File: src/ppc_pkg.sv
// Package for the port power and charging configuration block
package ppc_pkg;

	// ------------------------------------------------------------------
	// Sizes
	// ------------------------------------------------------------------
	localparam int NPORT     = 7;
	localparam int NSTRAP    = 4;
	localparam int NSS       = 4;
	localparam int CLK_MHZ   = 50;
	localparam int CLK_NS    = 20;

	// ------------------------------------------------------------------
	// Overcurrent filter times in ns, and their cycle counts
	// ------------------------------------------------------------------
	localparam int OC2_T0_NS = 50;
	localparam int OC2_T1_NS = 1000;
	localparam int OC2_T2_NS = 200;
	localparam int OC2_T3_NS = 400;
	localparam int OC3_T0_NS = 750;
	localparam int OC3_T1_NS = 10000;
	localparam int OC3_T2_NS = 1250;
	localparam int OC3_T3_NS = 1500;
	localparam int OCW       = 10;
	localparam logic [OCW-1:0] OC2_C0 = OCW'((OC2_T0_NS + CLK_NS - 1) / CLK_NS);
	localparam logic [OCW-1:0] OC2_C1 = OCW'((OC2_T1_NS + CLK_NS - 1) / CLK_NS);
	localparam logic [OCW-1:0] OC2_C2 = OCW'((OC2_T2_NS + CLK_NS - 1) / CLK_NS);
	localparam logic [OCW-1:0] OC2_C3 = OCW'((OC2_T3_NS + CLK_NS - 1) / CLK_NS);
	localparam logic [OCW-1:0] OC3_C0 = OCW'((OC3_T0_NS + CLK_NS - 1) / CLK_NS);
	localparam logic [OCW-1:0] OC3_C1 = OCW'((OC3_T1_NS + CLK_NS - 1) / CLK_NS);
	localparam logic [OCW-1:0] OC3_C2 = OCW'((OC3_T2_NS + CLK_NS - 1) / CLK_NS);
	localparam logic [OCW-1:0] OC3_C3 = OCW'((OC3_T3_NS + CLK_NS - 1) / CLK_NS);

	// ------------------------------------------------------------------
	// Power-on to power-good timing and string limits
	// ------------------------------------------------------------------
	localparam int PON_UNIT_MS   = 2;
	localparam int PON_UNIT_CYC  = PON_UNIT_MS * CLK_MHZ * 1000;
	localparam int PONW          = 17;
	localparam int PON_FIELD_W   = 8;
	localparam int STR_MAX_CHARS = 30;
	localparam int STR_LEN_W     = 6;

	// Reset values
	localparam logic [15:0] VID_RST   = 16'h0000;
	localparam logic [15:0] PID2_RST  = 16'h0000;
	localparam logic [15:0] PID3_RST  = 16'h0000;

	// Charging mode of a port as it is applied
	typedef enum logic [3:0] {
		PPC_CHG_OFF  = 4'h1,
		PPC_CHG_CDP  = 4'h2,
		PPC_CHG_DCP  = 4'h4,
		PPC_CHG_LEG  = 4'h8
	} ppc_chg_t;

	// Gang arrangement of overcurrent sensing
	typedef enum logic [1:0] {
		PPC_OC_INDIV = 2'h0,
		PPC_OC_ALL   = 2'h1,
		PPC_OC_SPLIT = 2'h2
	} ppc_ocmode_t;

	// Per-port configuration
	typedef struct packed {
		logic [NPORT-1:0] chg_en;
		logic [NPORT-1:0] prof_2a;
		logic [NPORT-1:0] legacy;
		logic [NPORT-1:0] disable_p;
		logic [NPORT-1:0] nonrem;
		logic [NSTRAP-1:0] combined;
		logic [NPORT:0]   swap;
		logic [NPORT-1:0] split_sel;
		logic [NSTRAP-1:0] sm_sel;
	} ppc_port_cfg_t;

	// Global configuration
	typedef struct packed {
		ppc_ocmode_t            oc_mode;
		logic                   split_gang2;
		logic                   split_gang3;
		logic                   pwr_gang;
		logic                   no_pwr_ctl;
		logic [PON_FIELD_W-1:0] pon_time;
		logic [1:0]             oc2_sel;
		logic [1:0]             oc3_sel;
		logic                   strap_dis;
		logic [15:0]            vid;
		logic [15:0]            pid2;
		logic [15:0]            pid3;
		logic [STR_LEN_W-1:0]   mfg_len;
		logic [STR_LEN_W-1:0]   prod_len;
		logic [STR_LEN_W-1:0]   ser_len;
	} ppc_glb_cfg_t;

	// Pin straps for ports 1-4
	typedef struct packed {
		logic [NSTRAP-1:0] disable_p;
		logic [NSTRAP-1:0] nonrem;
		logic [NSTRAP-1:0] chg_en;
	} ppc_strap_t;

endpackage

File: src/ppc_top.sv
// Downstream port power, overcurrent and charging configuration
//
// Operation
// - Dynamic charge disable low suspends charging everywhere; high resumes configured mode.
// - Shorted-line emulation only in dedicated charging operation; 1A/2A profile follows its setting in any mode unless legacy.
// - Legacy voltage mode drives data lines whenever a legacy port charges, also with power requested and good.
// - Concurrent mode picks 1A or 2A profile per port beside BC 1.2.
// - Legacy mode on a port overrides and ignores its 1A/2A profile.
// - Charging ports force per-port power and overcurrent; no ganging then.
// - External switch bus only on charging ports, pins of ports 1-4.
// - Any non-removable port makes both hubs report compound device.
// - Unless disabled, straps on ports 1-4 override file settings.
// - Shared enable/sense pin choice only on ports 1-4; 5-7 combined.
// - Ganged ports report overcurrent together; all-ganged makes one gang.
// - Split gang: selected ports share a GPIO sense input per hub.
// - Power gang drives every port from one common control.
// - No power controls: power-on time zero, switch control signal set.
// - Power-on to power-good counted in 2 ms units of configured value.
// - USB 2.0 sense filter selects 50, 1000, 200 or 400 ns.
// - USB 3.0 sense filter selects 750, 10000, 1250 or 1500 ns.
// - Per-port swap of USB 2.0 data lines, port 0 upstream.
// - Per-port disable turns port off in both hubs.
// - Report 16-bit vendor id and separate 16-bit product ids.
// - Manufacturer, product and serial strings hold at most 30 chars.
// - Hardware reset ends everything and restores defaults.
`timescale 1ns/1ps
`default_nettype none
module ppc_top
	import ppc_pkg::*;
#(
	parameter int PON_CYC = PON_UNIT_CYC
)
(
	input  wire logic                 mclk_i,
	input  wire logic                 resetn_i,
	input  wire ppc_port_cfg_t        port_cfg_i,
	input  wire ppc_glb_cfg_t         glb_cfg_i,
	input  wire ppc_strap_t           strap_i,
	input  wire logic                 dynamic_charge_disable_n_i,
	input  wire logic [NPORT-1:0]     port_power_request_i,
	input  wire logic [NPORT-1:0]     oc_sense_n_i,
	input  wire logic                 oc_gang_gpio_n_i,
	output var  logic [NPORT-1:0]     port_power_control_o,
	output var  logic [NPORT-1:0]     port_power_control_oe_o,
	output var  ppc_chg_t [NPORT-1:0] chg_mode_o,
	output var  logic [NPORT-1:0]     prof_2a_o,
	output var  logic [NPORT-1:0]     short_emul_o,
	output var  logic [NPORT-1:0]     legacy_drive_o,
	output var  logic [NPORT-1:0]     oc2_o,
	output var  logic [NSS-1:0]       oc3_o,
	output var  logic [NPORT-1:0]     port_off_o,
	output var  logic [NPORT:0]       dpdm_swap_o,
	output var  logic [NSTRAP-1:0]    sm_sel_o,
	output var  logic                 compound_o,
	output var  logic                 power_switch_control_o,
	output var  logic [NPORT-1:0]     power_good_o,
	output var  logic [15:0]          vid_o,
	output var  logic [15:0]          pid2_o,
	output var  logic [15:0]          pid3_o,
	output var  logic [STR_LEN_W-1:0] mfg_len_o,
	output var  logic [STR_LEN_W-1:0] prod_len_o,
	output var  logic [STR_LEN_W-1:0] ser_len_o,
	output var  logic                 cfg_err_o
);
	// ------------------------------------------------------------------
	// State of the block
	// ------------------------------------------------------------------
	typedef struct packed {
		logic [1:0]             dyn_sync;
		logic [NPORT-1:0]       oc_s1;
		logic [NPORT-1:0]       oc_s2;
		logic [1:0]             gpio_sync;
		logic                   strap_done;
		ppc_strap_t             strap;
		logic [NPORT-1:0]       pctl;
		logic [NPORT-1:0]       pctl_oe;
		ppc_chg_t [NPORT-1:0]   chg;
		logic [NPORT-1:0]       p2a;
		logic [NPORT-1:0]       shrt;
		logic [NPORT-1:0]       leg;
		logic [NPORT-1:0]       oc2;
		logic [NSS-1:0]         oc3;
		logic [NPORT-1:0]       off;
		logic [NPORT:0]         swap;
		logic [NSTRAP-1:0]      smsel;
		logic                   comp;
		logic                   pswc;
		logic [NPORT-1:0]       pgood;
		logic [15:0]            vid;
		logic [15:0]            pid2;
		logic [15:0]            pid3;
		logic [STR_LEN_W-1:0]   mlen;
		logic [STR_LEN_W-1:0]   plen;
		logic [STR_LEN_W-1:0]   slen;
		logic                   err;
	} ppc_top_st_t;

	ppc_top_st_t st_q;
	ppc_top_st_t st_d;

	// Effective per-port settings after straps
	logic [NPORT-1:0]       eff_chg;
	logic [NPORT-1:0]       eff_dis;
	logic [NPORT-1:0]       eff_nrem;
	logic [NPORT-1:0]       combined;
	logic [NPORT-1:0]       flt2;
	logic [NPORT-1:0]       flt3;
	logic                   gang_flt2;
	logic                   gang_flt3;
	logic [NPORT-1:0]       pgood_w;
	logic [NPORT-1:0]       pwr_req;
	logic [OCW-1:0]         lim2;
	logic [OCW-1:0]         lim3;
	logic [PON_FIELD_W-1:0] pon_units;
	logic                   any_chg;
	logic                   gang_pwr;
	logic                   gang_all;
	logic                   gang_split;
	logic [NPORT-1:0]       oc_live;

	// ------------------------------------------------------------------
	// Strap override and gang qualification
	// ------------------------------------------------------------------
	always_comb
	begin
		eff_chg  = port_cfg_i.chg_en;
		eff_dis  = port_cfg_i.disable_p;
		eff_nrem = port_cfg_i.nonrem;
		if (!glb_cfg_i.strap_dis)
		begin
			eff_chg[NSTRAP-1:0]  = st_q.strap.chg_en;
			eff_dis[NSTRAP-1:0]  = st_q.strap.disable_p;
			eff_nrem[NSTRAP-1:0] = st_q.strap.nonrem;
		end
		any_chg    = |eff_chg;
		gang_pwr   = glb_cfg_i.pwr_gang && !any_chg;
		gang_all   = glb_cfg_i.oc_mode == PPC_OC_ALL && !any_chg;
		gang_split = glb_cfg_i.oc_mode == PPC_OC_SPLIT && !any_chg;
		// Ports 5-7 have one pin only: always combined
		combined = {{(NPORT-NSTRAP){1'b1}}, port_cfg_i.combined};
		oc_live = st_q.oc_s2 & ~(combined & st_q.pctl_oe);
		pon_units = glb_cfg_i.no_pwr_ctl ? '0 : glb_cfg_i.pon_time;
		pwr_req = port_power_request_i & ~eff_dis;
		unique case (glb_cfg_i.oc2_sel)
			2'h0: lim2 = OC2_C0;
			2'h1: lim2 = OC2_C1;
			2'h2: lim2 = OC2_C2;
			2'h3: lim2 = OC2_C3;
		endcase
		unique case (glb_cfg_i.oc3_sel)
			2'h0: lim3 = OC3_C0;
			2'h1: lim3 = OC3_C1;
			2'h2: lim3 = OC3_C2;
			2'h3: lim3 = OC3_C3;
		endcase
	end

	// ------------------------------------------------------------------
	// Per-port filters and power-on timers
	// ------------------------------------------------------------------
	for (genvar i = 0; i < NPORT; i++)
	begin : g_port
		ppc_oc_filter u_f2 (
			.mclk_i   (mclk_i),
			.resetn_i (resetn_i),
			.sense_i  (oc_live[i]),
			.limit_i  (lim2),
			.oc_o     (flt2[i])
		);
		ppc_oc_filter u_f3 (
			.mclk_i   (mclk_i),
			.resetn_i (resetn_i),
			.sense_i  (oc_live[i]),
			.limit_i  (lim3),
			.oc_o     (flt3[i])
		);
		ppc_pon_timer #(.UNIT_CYC(PON_CYC)) u_pon (
			.mclk_i   (mclk_i),
			.resetn_i (resetn_i),
			.start_i  (gang_pwr ? |pwr_req : pwr_req[i]),
			.units_i  (pon_units),
			.good_o   (pgood_w[i])
		);
	end

	// Filters on the shared gang input for split mode
	ppc_oc_filter u_gf2 (
		.mclk_i   (mclk_i),
		.resetn_i (resetn_i),
		.sense_i  (st_q.gpio_sync[1]),
		.limit_i  (lim2),
		.oc_o     (gang_flt2)
	);
	ppc_oc_filter u_gf3 (
		.mclk_i   (mclk_i),
		.resetn_i (resetn_i),
		.sense_i  (st_q.gpio_sync[1]),
		.limit_i  (lim3),
		.oc_o     (gang_flt3)
	);

	// ------------------------------------------------------------------
	// Next state
	// ------------------------------------------------------------------
	always_comb
	begin
		st_d = st_q;
		// Synchronisers for pins
		st_d.dyn_sync  = {st_q.dyn_sync[0], dynamic_charge_disable_n_i};
		st_d.oc_s1     = ~oc_sense_n_i;
		st_d.oc_s2     = st_q.oc_s1;
		st_d.gpio_sync = {st_q.gpio_sync[0], ~oc_gang_gpio_n_i};
		// Straps caught once, the first clock after reset release
		if (!st_q.strap_done)
		begin
			st_d.strap      = strap_i;
			st_d.strap_done = 1'b1;
		end
		for (int i = 0; i < NPORT; i++)
		begin
			// Charging mode per port
			if (!eff_chg[i] || eff_dis[i] || !st_q.dyn_sync[1])
				st_d.chg[i] = PPC_CHG_OFF;
			else if (port_cfg_i.legacy[i])
				st_d.chg[i] = PPC_CHG_LEG;
			else if (st_q.pgood[i] && port_power_request_i[i])
				st_d.chg[i] = PPC_CHG_CDP;
			else
				st_d.chg[i] = PPC_CHG_DCP;
			st_d.p2a[i]  = port_cfg_i.prof_2a[i] && !port_cfg_i.legacy[i];
			st_d.shrt[i] = st_d.chg[i] == PPC_CHG_DCP;
			st_d.leg[i]  = st_d.chg[i] == PPC_CHG_LEG;
			// USB 2.0 overcurrent with gang merging
			if (gang_all)
				st_d.oc2[i] = |flt2;
			else if (gang_split && port_cfg_i.split_sel[i])
				st_d.oc2[i] = glb_cfg_i.split_gang2 ? gang_flt2 : flt2[i];
			else
				st_d.oc2[i] = flt2[i];
			// Power control: drive enable; if combined, release to sense once enabled and power good
			st_d.pctl[i] = gang_pwr ? |pwr_req : pwr_req[i];
			st_d.pctl_oe[i] = !combined[i] || !st_d.pctl[i] ||
				!st_q.pgood[i];
			st_d.off[i] = eff_dis[i];
		end
		for (int i = 0; i < NSS; i++)
		begin
			if (gang_all)
				st_d.oc3[i] = |flt3[NSS-1:0];
			else if (gang_split && port_cfg_i.split_sel[i])
				st_d.oc3[i] = glb_cfg_i.split_gang3 ? gang_flt3 : flt3[i];
			else
				st_d.oc3[i] = flt3[i];
		end
		st_d.pgood = pgood_w;
		st_d.smsel = port_cfg_i.sm_sel & eff_chg[NSTRAP-1:0];
		st_d.swap  = port_cfg_i.swap;
		st_d.comp  = |eff_nrem;
		st_d.pswc  = glb_cfg_i.no_pwr_ctl;
		st_d.vid   = glb_cfg_i.vid;
		st_d.pid2  = glb_cfg_i.pid2;
		st_d.pid3  = glb_cfg_i.pid3;
		// Lengths clamp to the string limit
		st_d.mlen = glb_cfg_i.mfg_len > STR_LEN_W'(STR_MAX_CHARS) ?
			STR_LEN_W'(STR_MAX_CHARS) : glb_cfg_i.mfg_len;
		st_d.plen = glb_cfg_i.prod_len > STR_LEN_W'(STR_MAX_CHARS) ?
			STR_LEN_W'(STR_MAX_CHARS) : glb_cfg_i.prod_len;
		st_d.slen = glb_cfg_i.ser_len > STR_LEN_W'(STR_MAX_CHARS) ?
			STR_LEN_W'(STR_MAX_CHARS) : glb_cfg_i.ser_len;
		// Flag ganging asked while charging, or switch bus off charge
		st_d.err = (any_chg && (glb_cfg_i.pwr_gang ||
			glb_cfg_i.oc_mode != PPC_OC_INDIV)) ||
			|(port_cfg_i.sm_sel & ~eff_chg[NSTRAP-1:0]);
	end

	// ------------------------------------------------------------------
	// State register; reset drops everything to defaults
	// ------------------------------------------------------------------
	always_ff @(posedge mclk_i or negedge resetn_i)
	begin
		if (!resetn_i)
		begin
			st_q          <= '0;
			st_q.dyn_sync <= 2'h3;
			st_q.chg      <= {NPORT{PPC_CHG_OFF}};
			st_q.vid      <= VID_RST;
			st_q.pid2     <= PID2_RST;
			st_q.pid3     <= PID3_RST;
		end
		else
			st_q <= st_d;
	end

	// Outputs straight from the state register
	assign port_power_control_o    = st_q.pctl;
	assign port_power_control_oe_o = st_q.pctl_oe;
	assign chg_mode_o              = st_q.chg;
	assign prof_2a_o               = st_q.p2a;
	assign short_emul_o            = st_q.shrt;
	assign legacy_drive_o          = st_q.leg;
	assign oc2_o                   = st_q.oc2;
	assign oc3_o                   = st_q.oc3;
	assign port_off_o              = st_q.off;
	assign dpdm_swap_o             = st_q.swap;
	assign sm_sel_o                = st_q.smsel;
	assign compound_o              = st_q.comp;
	assign power_switch_control_o  = st_q.pswc;
	assign power_good_o            = st_q.pgood;
	assign vid_o                   = st_q.vid;
	assign pid2_o                  = st_q.pid2;
	assign pid3_o                  = st_q.pid3;
	assign mfg_len_o               = st_q.mlen;
	assign prod_len_o              = st_q.plen;
	assign ser_len_o               = st_q.slen;
	assign cfg_err_o               = st_q.err;
endmodule
`default_nettype wire

File: src/ppc_oc_filter.sv
// Overcurrent sense filter: accepts only long enough assertions
`timescale 1ns/1ps
`default_nettype none
module ppc_oc_filter
	import ppc_pkg::*;
(
	input  wire logic           mclk_i,
	input  wire logic           resetn_i,
	input  wire logic           sense_i,
	input  wire logic [OCW-1:0] limit_i,
	output var  logic           oc_o
);
	typedef struct packed {
		logic [OCW-1:0] cnt;
		logic           oc;
	} ppc_flt_st_t;

	ppc_flt_st_t st_q;
	ppc_flt_st_t st_d;

	// ------------------------------------------------------------------
	// Count a continuous assertion; any gap restarts the count
	// ------------------------------------------------------------------
	always_comb
	begin
		st_d = st_q;
		if (!sense_i)
		begin
			st_d.cnt = '0;
			st_d.oc  = 1'b0;
		end
		else if (st_q.cnt + OCW'(1) >= limit_i)
			st_d.oc = 1'b1;
		else
			st_d.cnt = st_q.cnt + OCW'(1);
	end

	// State register
	always_ff @(posedge mclk_i or negedge resetn_i)
	begin
		if (!resetn_i)
			st_q <= '0;
		else
			st_q <= st_d;
	end

	assign oc_o = st_q.oc;
endmodule
`default_nettype wire

File: src/ppc_pon_timer.sv
// Power-on to power-good timer counted in 2 ms units
`timescale 1ns/1ps
`default_nettype none
module ppc_pon_timer
	import ppc_pkg::*;
#(
	parameter int UNIT_CYC = PON_UNIT_CYC
)
(
	input  wire logic                   mclk_i,
	input  wire logic                   resetn_i,
	input  wire logic                   start_i,
	input  wire logic [PON_FIELD_W-1:0] units_i,
	output var  logic                   good_o
);
	typedef struct packed {
		logic [PONW-1:0]        tick;
		logic [PON_FIELD_W-1:0] left;
		logic                   run;
		logic                   good;
	} ppc_pon_st_t;

	ppc_pon_st_t st_q;
	ppc_pon_st_t st_d;

	// ------------------------------------------------------------------
	// Start on rising power request; good after units x 2 ms
	// ------------------------------------------------------------------
	always_comb
	begin
		st_d = st_q;
		if (!start_i)
			st_d = '0;
		else if (!st_q.run && !st_q.good)
		begin
			st_d.left = units_i;
			st_d.tick = '0;
			st_d.run  = (units_i != '0);
			st_d.good = (units_i == '0);
		end
		else if (st_q.run)
		begin
			if (st_q.tick == PONW'(UNIT_CYC - 1))
			begin
				st_d.tick = '0;
				st_d.left = st_q.left - PON_FIELD_W'(1);
				if (st_q.left == PON_FIELD_W'(1))
				begin
					st_d.run  = 1'b0;
					st_d.good = 1'b1;
				end
			end
			else
				st_d.tick = st_q.tick + PONW'(1);
		end
	end

	// State register
	always_ff @(posedge mclk_i or negedge resetn_i)
	begin
		if (!resetn_i)
			st_q <= '0;
		else
			st_q <= st_d;
	end

	assign good_o = st_q.good;
endmodule
`default_nettype wire

File: config.mk
export PLATFORM = sky130hd
export DESIGN_NAME = ppc_top
export DESIGN_NICKNAME = d
export VERILOG_FILES = /design/src/ppc_pkg.sv /design/src/ppc_top.sv /design/src/ppc_oc_filter.sv /design/src/ppc_pon_timer.sv
export SDC_FILE = /design/constraint.sdc
export NUM_CORES = 1
export LEC_CHECK = 0
export ABC_AREA = 1
export BUFFER_PORTS_ARGS = -buffer_cell sky130_fd_sc_hd__buf_2
export CAP_MARGIN = 15
export CORE_ASPECT_RATIO = 0.9
export CORE_MARGIN = 4
export CORE_UTILIZATION = 46
export CTS_BUF_LIST = sky130_fd_sc_hd__clkbuf_8
export CTS_CLUSTER_SIZE = 12
export DETAILED_ROUTE_END_ITERATION = 8
export PLACE_DENSITY = 0.71
export REMOVE_ABC_BUFFERS = 1
export SYNTH_ARGS = -nofsm -noshare
export SYNTH_HDL_FRONTEND = slang
export SYNTH_SLANG_ARGS = --single-unit
export TNS_END_PERCENT = 10
File: constraint.sdc
create_clock -name mclk_i -period 6.6 [get_ports mclk_i]
set_clock_uncertainty 0.15 [all_clocks]
set_input_delay 0 -clock mclk_i [delete_from_list [all_inputs] [get_ports mclk_i]]
set_output_delay 0 -clock mclk_i [all_outputs]
set_load 0.03 [all_outputs]
* Word-level counts from Yosys, hierarchy flattened *
Cells that the tools add are included.

storage, ports and cells
  logic and storage cells = 508
  bits of input ports = 173
  register bits after elaboration = 532

cells by class
  add/sub/neg operators = 27
  reductions and logical operators = 132
  multiplexer cells = 151
  eq/ne operators = 83
  bitwise gates (word level) = 10
  order comparisons = 16

operator list
  operator                                          count
  two-way mux 27 bit                                21
  two-way mux 10 bit                                20
  two-way mux 11 bit                                13
  adder 10 x 1 -> 10 bit, second input constant     13
  greater-or-equal comparator 10 bit                13
  adder 17 x 1 -> 17 bit, second input constant     7
  == test 17 bit, second input constant             7
  two-way mux 17 bit                                7
  one-hot mux 10 bit (4 select lines)               2
  two-way mux 4 bit                                 17
  != test 3 bit, second input constant              21
  == test 8 x 1 -> 1 bit, second input constant     7
  subtractor 8 x 1 -> 8 bit, second input constant  7
  two-way mux 1 bit                                 53
  zero test 1 bit                                   48
  logical AND 1 bit                                 32
  == test 4 x 3 -> 1 bit, second input constant     7
  == test 4 bit, second input constant              7
  OR reduction 7 bit                                4
  logical OR 1 bit                                  27
  != test 2 x 1 -> 1 bit, second input constant     13
  != test 2 bit, second input constant              13
  bitwise AND 7 bit                                 3
  two-way mux 3 bit                                 7
  17 further kinds                                  50

* Longest topological paths before layout *
  word-level depth = 8
  mapped depth = 18
  depth with buffers taken out = 18

* By module *
A second synthesis with hierarchy kept.

second synthesis, totals
  cells, all modules = 4400
  area total of the unflattened synthesis = 33094.2 um2

modules (own cells, without submodules)
  module                               area an instance (um2)  times used  cells each  seq. area each (um2)
  ppc_oc_filter                        1004.7                  13          150         275.3
  ppc_pon_timer (g_port[1].u_pon ...)  1700.4                  6           245         675.6
  ppc_top                              8061.5                  1           731         4941.0
  ppc_pon_timer (g_port[0].u_pon)      1769.2                  1           249         675.6

* Least setup slack after synthesis *
Ideal clock, no wire load.

  path type = reg-to-reg
  start point = register u_gf2.st_q[1] (netlist bit)
  end point = register u_gf2.st_q (netlist bit u_gf2.oc_o)
  required time = 6.327 ns
  arrival time = 2.256 ns
  slack = 4.070 ns
  library setup time = 0.123 ns
  cell stages (with the launch flop) = 15
  path through = dfrtp_1 -> nand3_1 -> nor2_1 -> nand2_1 -> xor2_1 -> inv_1 -> ha_1 -> a21oi_1 -> a21boi_0 -> o21ai_0 -> nor2_1 -> nand4_1 -> nand2_1 -> buf_2 -> nand2_1

on the way
  longest elaborated chain between the ends = 3

ends and longest elaborated chain
  element                             RTL line             source
  from (decl)                         ppc_oc_filter.sv:18  ppc_flt_st_t st_q;
  from (signal assigned)              ppc_oc_filter.sv:44  st_q <= st_d;
  adder 10 x 1 -> 10 bit              ppc_oc_filter.sv:32  else if (st_q.cnt + OCW'(1) >= limit_i)
  greater-or-equal comparator 10 bit  ppc_oc_filter.sv:32
  != test 2 x 1 -> 1 bit (no line)    -

Every way passes these cells.
A chain may end at the register's enable or synchronous reset.

==> summary.md <==
| Metric | Value |
|---|---|
| Status | `completed` |
| H-tree depth | `3` |
| Avg WL per Cell | `15.4 µm` |
| Cell taking the most area after synthesis | `dfrtp_1` |
| Die Wd | `280 µm` |
| Worst-path fanout max | `12` |
| CTS tree | `yes` |
| Post-synth EDFFs | `0` |
| Total CTS buffers | `89` |
| Worst EP required | `7.03 ns` |
| Clk buf depth | `3` |
| Largest net degree at the start of global routing | `172` |
| Clock Pin Slew Worst Setup and Hold Paths | `0.07 ns` |
| Length in cells of the worst reg-to-reg path | `14` |
| Fin. Hold Viols | `0` |
| Synth top cells by count | `nand2_1, dfrtp_1, inv_1, nor2_1, nand3_1` |
| Antenna Violating Nets Remaining | `0` |
| Netlist cell types | `52` |
| CP peak stage delay | `0.60 ns` |
| First-pass GRT wire length | `137000 µm` |
| DIE HEIGHT | `253 µm` |
| First-pass DRT Iterations | `6` |
| Die area | `70600 µm²` |
| Slew HR | `0.303` |
| Root Driver | `clkbuf_8` |
| Layout cell share with drive strength beyond 1 | `0.126` |
| Area Overhead vs Synth | `22.3%` |
| DRC Markers | `0` |
| Crit path max-delay family | `buffers and inverters` |
| Critical path startpoint category | `flop` |
| Row cnt | `89` |
| Post-detail-place hpwl | `54700 µm` |
| Leak pwr | `19.2 nW` |
| Overflow after GRT | `0` |
| Initial antenna violation count | `6` |
| GP Congestion | `0.912` |
| CORE AREA | `65700 µm²` |
| Number of global-route vias before repair | `26998` |
| Ranking of synthesized cells by area | `dfrtp_1, nand2_1, nand3_1` |
| CP Capture Point | `oc2_o[4]` |
| Syn_area_per_cell | `7.75 µm²` |
| Routed via count | `27818` |
| Min cycle time layout | `4.40 ns` |
| Fin Hold WS | `0.0880 ns` |
| CP startpoint | `st_q[172]` |
| Crit Path Class | `flop to flop` |
| Most frequent cell after synthesis | `nand2_1` |
| Initial DRC count | `2206` |
| R2r endpoint | `oc2_o[4]` |
| Worst slew pin tran | `1.04 ns` |
| Ys async rst share | `1.00` |
| RSZ-0062 raised after global routing | `no` |
| Critical-path top delay cell | `dlygate4sd3_1` |
| Post-synth top flop | `dfrtp_1` |
| Maximum vdd drop | `0.220 mV` |
| Synthesized cell area | `30600 µm²` |
| Total track usage | `0.235` |
| Worst skew pair latency | `0.70 ns` |
| Vias per cell | `5.11` |
| Flip-flop and latch count after synthesis | `525` |
| Mapped Cells | `3944` |
| Critical path endpoint category | `flop` |
| Initial Util | `0.465` |
| Core Util, Final | `0.569` |
| Seq/Total Area, Yosys | `0.430` |
| Share of the synthesized area in the top cell type | `0.423` |
| Levels on crit path | `14` |
| Tcrit/Tclk final | `0.666` |
| Buffers on Ports | `341` |
| Setup Viol. Count Final | `0` |
| Max Fclk | `227 MHz` |
| TritonCTS Sinks | `525` |
| Final wirelength | `84100 µm` |
| CP bufs+invs | `5` |
| Maxcap violations | `0` |
| Critical R2R Launch | `st_q[172]` |
| Power density over cell area | `204 nW/µm²` |
| Ys Warns | `0` |
| Fin. max-slew vios | `0` |
| # IOs | `342` |
| R2R Setup Slk | `2.20 ns` |
| CP Cell Sequence | `nand2_1, nand2_1, inv_1, nand3_2, nor2_4, nand3_1, dlygate4sd3_1, o21ai_0, o21ai_0, dlygate4sd3_1, nand2_1, dlygate4sd3_1, nand2_1, dlygate4sd3_1` |
| Final #Nets | `4808` |
| Setup TNS | `0 ns` |
| CP Data Arrival Time | `4.83 ns` |
| Path type of the worst min-delay path | `input pin to flop` |
-- worst min-delay path, cell delays in order --
cell           delay, ns
dlygate4sd3_1       0.52
buf_2               0.19
mux2_2              0.17
-- cells by family (layout without fill, tap and decap cells) --
group           count (synthesis)  after routing  share of synthesized area
compound gates                267            267                     0.0494
xor+xnor                      144            144                     0.0413
fa+ha+maj                     132            132                     0.0540
buf+inv                       745           1374                      0.116
flops                         525            525                      0.430
mux                            12             12                    0.00442
other cells                     2              9                   0.000246
simple gates                 2117           2117                      0.304
-- cell usage in the layout (no fill, tap or decap), drive strengths merged, types with 5 or more instances in the layout --
cell type	synthesis	final
nand4	145	145
and2	7	7
nand3	380	380
dfstp	9	9
diode	0	5
nor2	444	444
nand2	970	970
or2	24	24
a31o	5	5
bufinv	0	6
dlygate4sd3	0	355
a31oi	5	5
nor4	12	12
xor2	123	123
nand3b	25	25
o21bai	6	6
mux2	12	12
o21ai	127	127
ha	132	132
o31ai	7	7
nor3b	10	10
xnor2	21	21
o211ai	10	10
dfrtp	516	516
o22ai	16	16
buf	205	350
a22oi	5	5
a21boi	7	7
clkinvlp	0	6
a21oi	66	66
clkbuf	35	114
nor3	96	96
inv	501	528
clkinv	4	15
-- final cells by class --
class / count / area, µm²
fill: 5839 / 28300
multi-input combinational: 2676 / 13900
sequential: 525 / 13100
timing repair buffer: 706 / 5390
inverter: 505 / 1900
clock buffer: 113 / 1560
tap: 864 / 1080
clock inverter: 50 / 422
antenna: 5 / 12.5
-- state kept, by name, summed over array words and instances (netlist names), 8 cells and up --
name,count
pid2_o,16
st_q,22
u_gf3.st_q,10
st_d,9
chg_mode_o,22
g_port.u_f2.st_q,70
pid3_o,16
g_port.u_f3.st_q,40
g_port.u_pon.st_q,182
dpdm_swap_o,8
u_gf2.st_q,10
vid_o,16
-- what timing repair did --
| item | CTS | global route |
|---|---|---|
| hold buffers | 356 | 0 |
| endpoints found under the hold margin | 499 | 0 |
| resized for setup | 0 | 0 |
| buffers inserted | 0 | 0 |
-- per-stage QoR --
step	setup slack, ns	instance area [µm²]	total power [W]	std cells
after floorplan	4.05	28900	0.00395	3706
after global placement	3.65	31800	0.00430	4917
after detailed placement	3.47	31800	0.00431	4917
after CTS	2.37	37400	0.00769	5436
after global routing	2.11	37400	0.00801	5442
final	2.20	37400	0.00764	5444
-- routing by layer --
layer / GRT usage / wire (µm)
met5: 0 / 13
met4: 0.0869 / 2890
met3: 0.0542 / 5880
met2: 0.383 / 38900
met1: 0.307 / 36400
-- where the power goes --
part           total (W)  internal [W]  switching [W]
Clock            0.00321       0.00179        0.00142
Combinational    0.00103      0.000374       0.000658
Sequential       0.00340       0.00332      0.0000796
-- worst min-delay path by stage --
stage	from	end	slack (ns)	depth (start not counted)
detailed placement	glb_cfg_i[60]	vid_o[10]	-0.04	1
floorplan	resetn_i	cfg_err_o	-0.45	0
global route	strap_i[9]	st_q[178]	0.06	3
finish	strap_i[9]	st_q[178]	0.09	3
CTS	strap_i[9]	st_q[178]	0.02	3
global placement	dynamic_charge_disable_n_i	st_d[199]	-0.04	1
No activity file was read; power rests on OpenSTA's default activity.
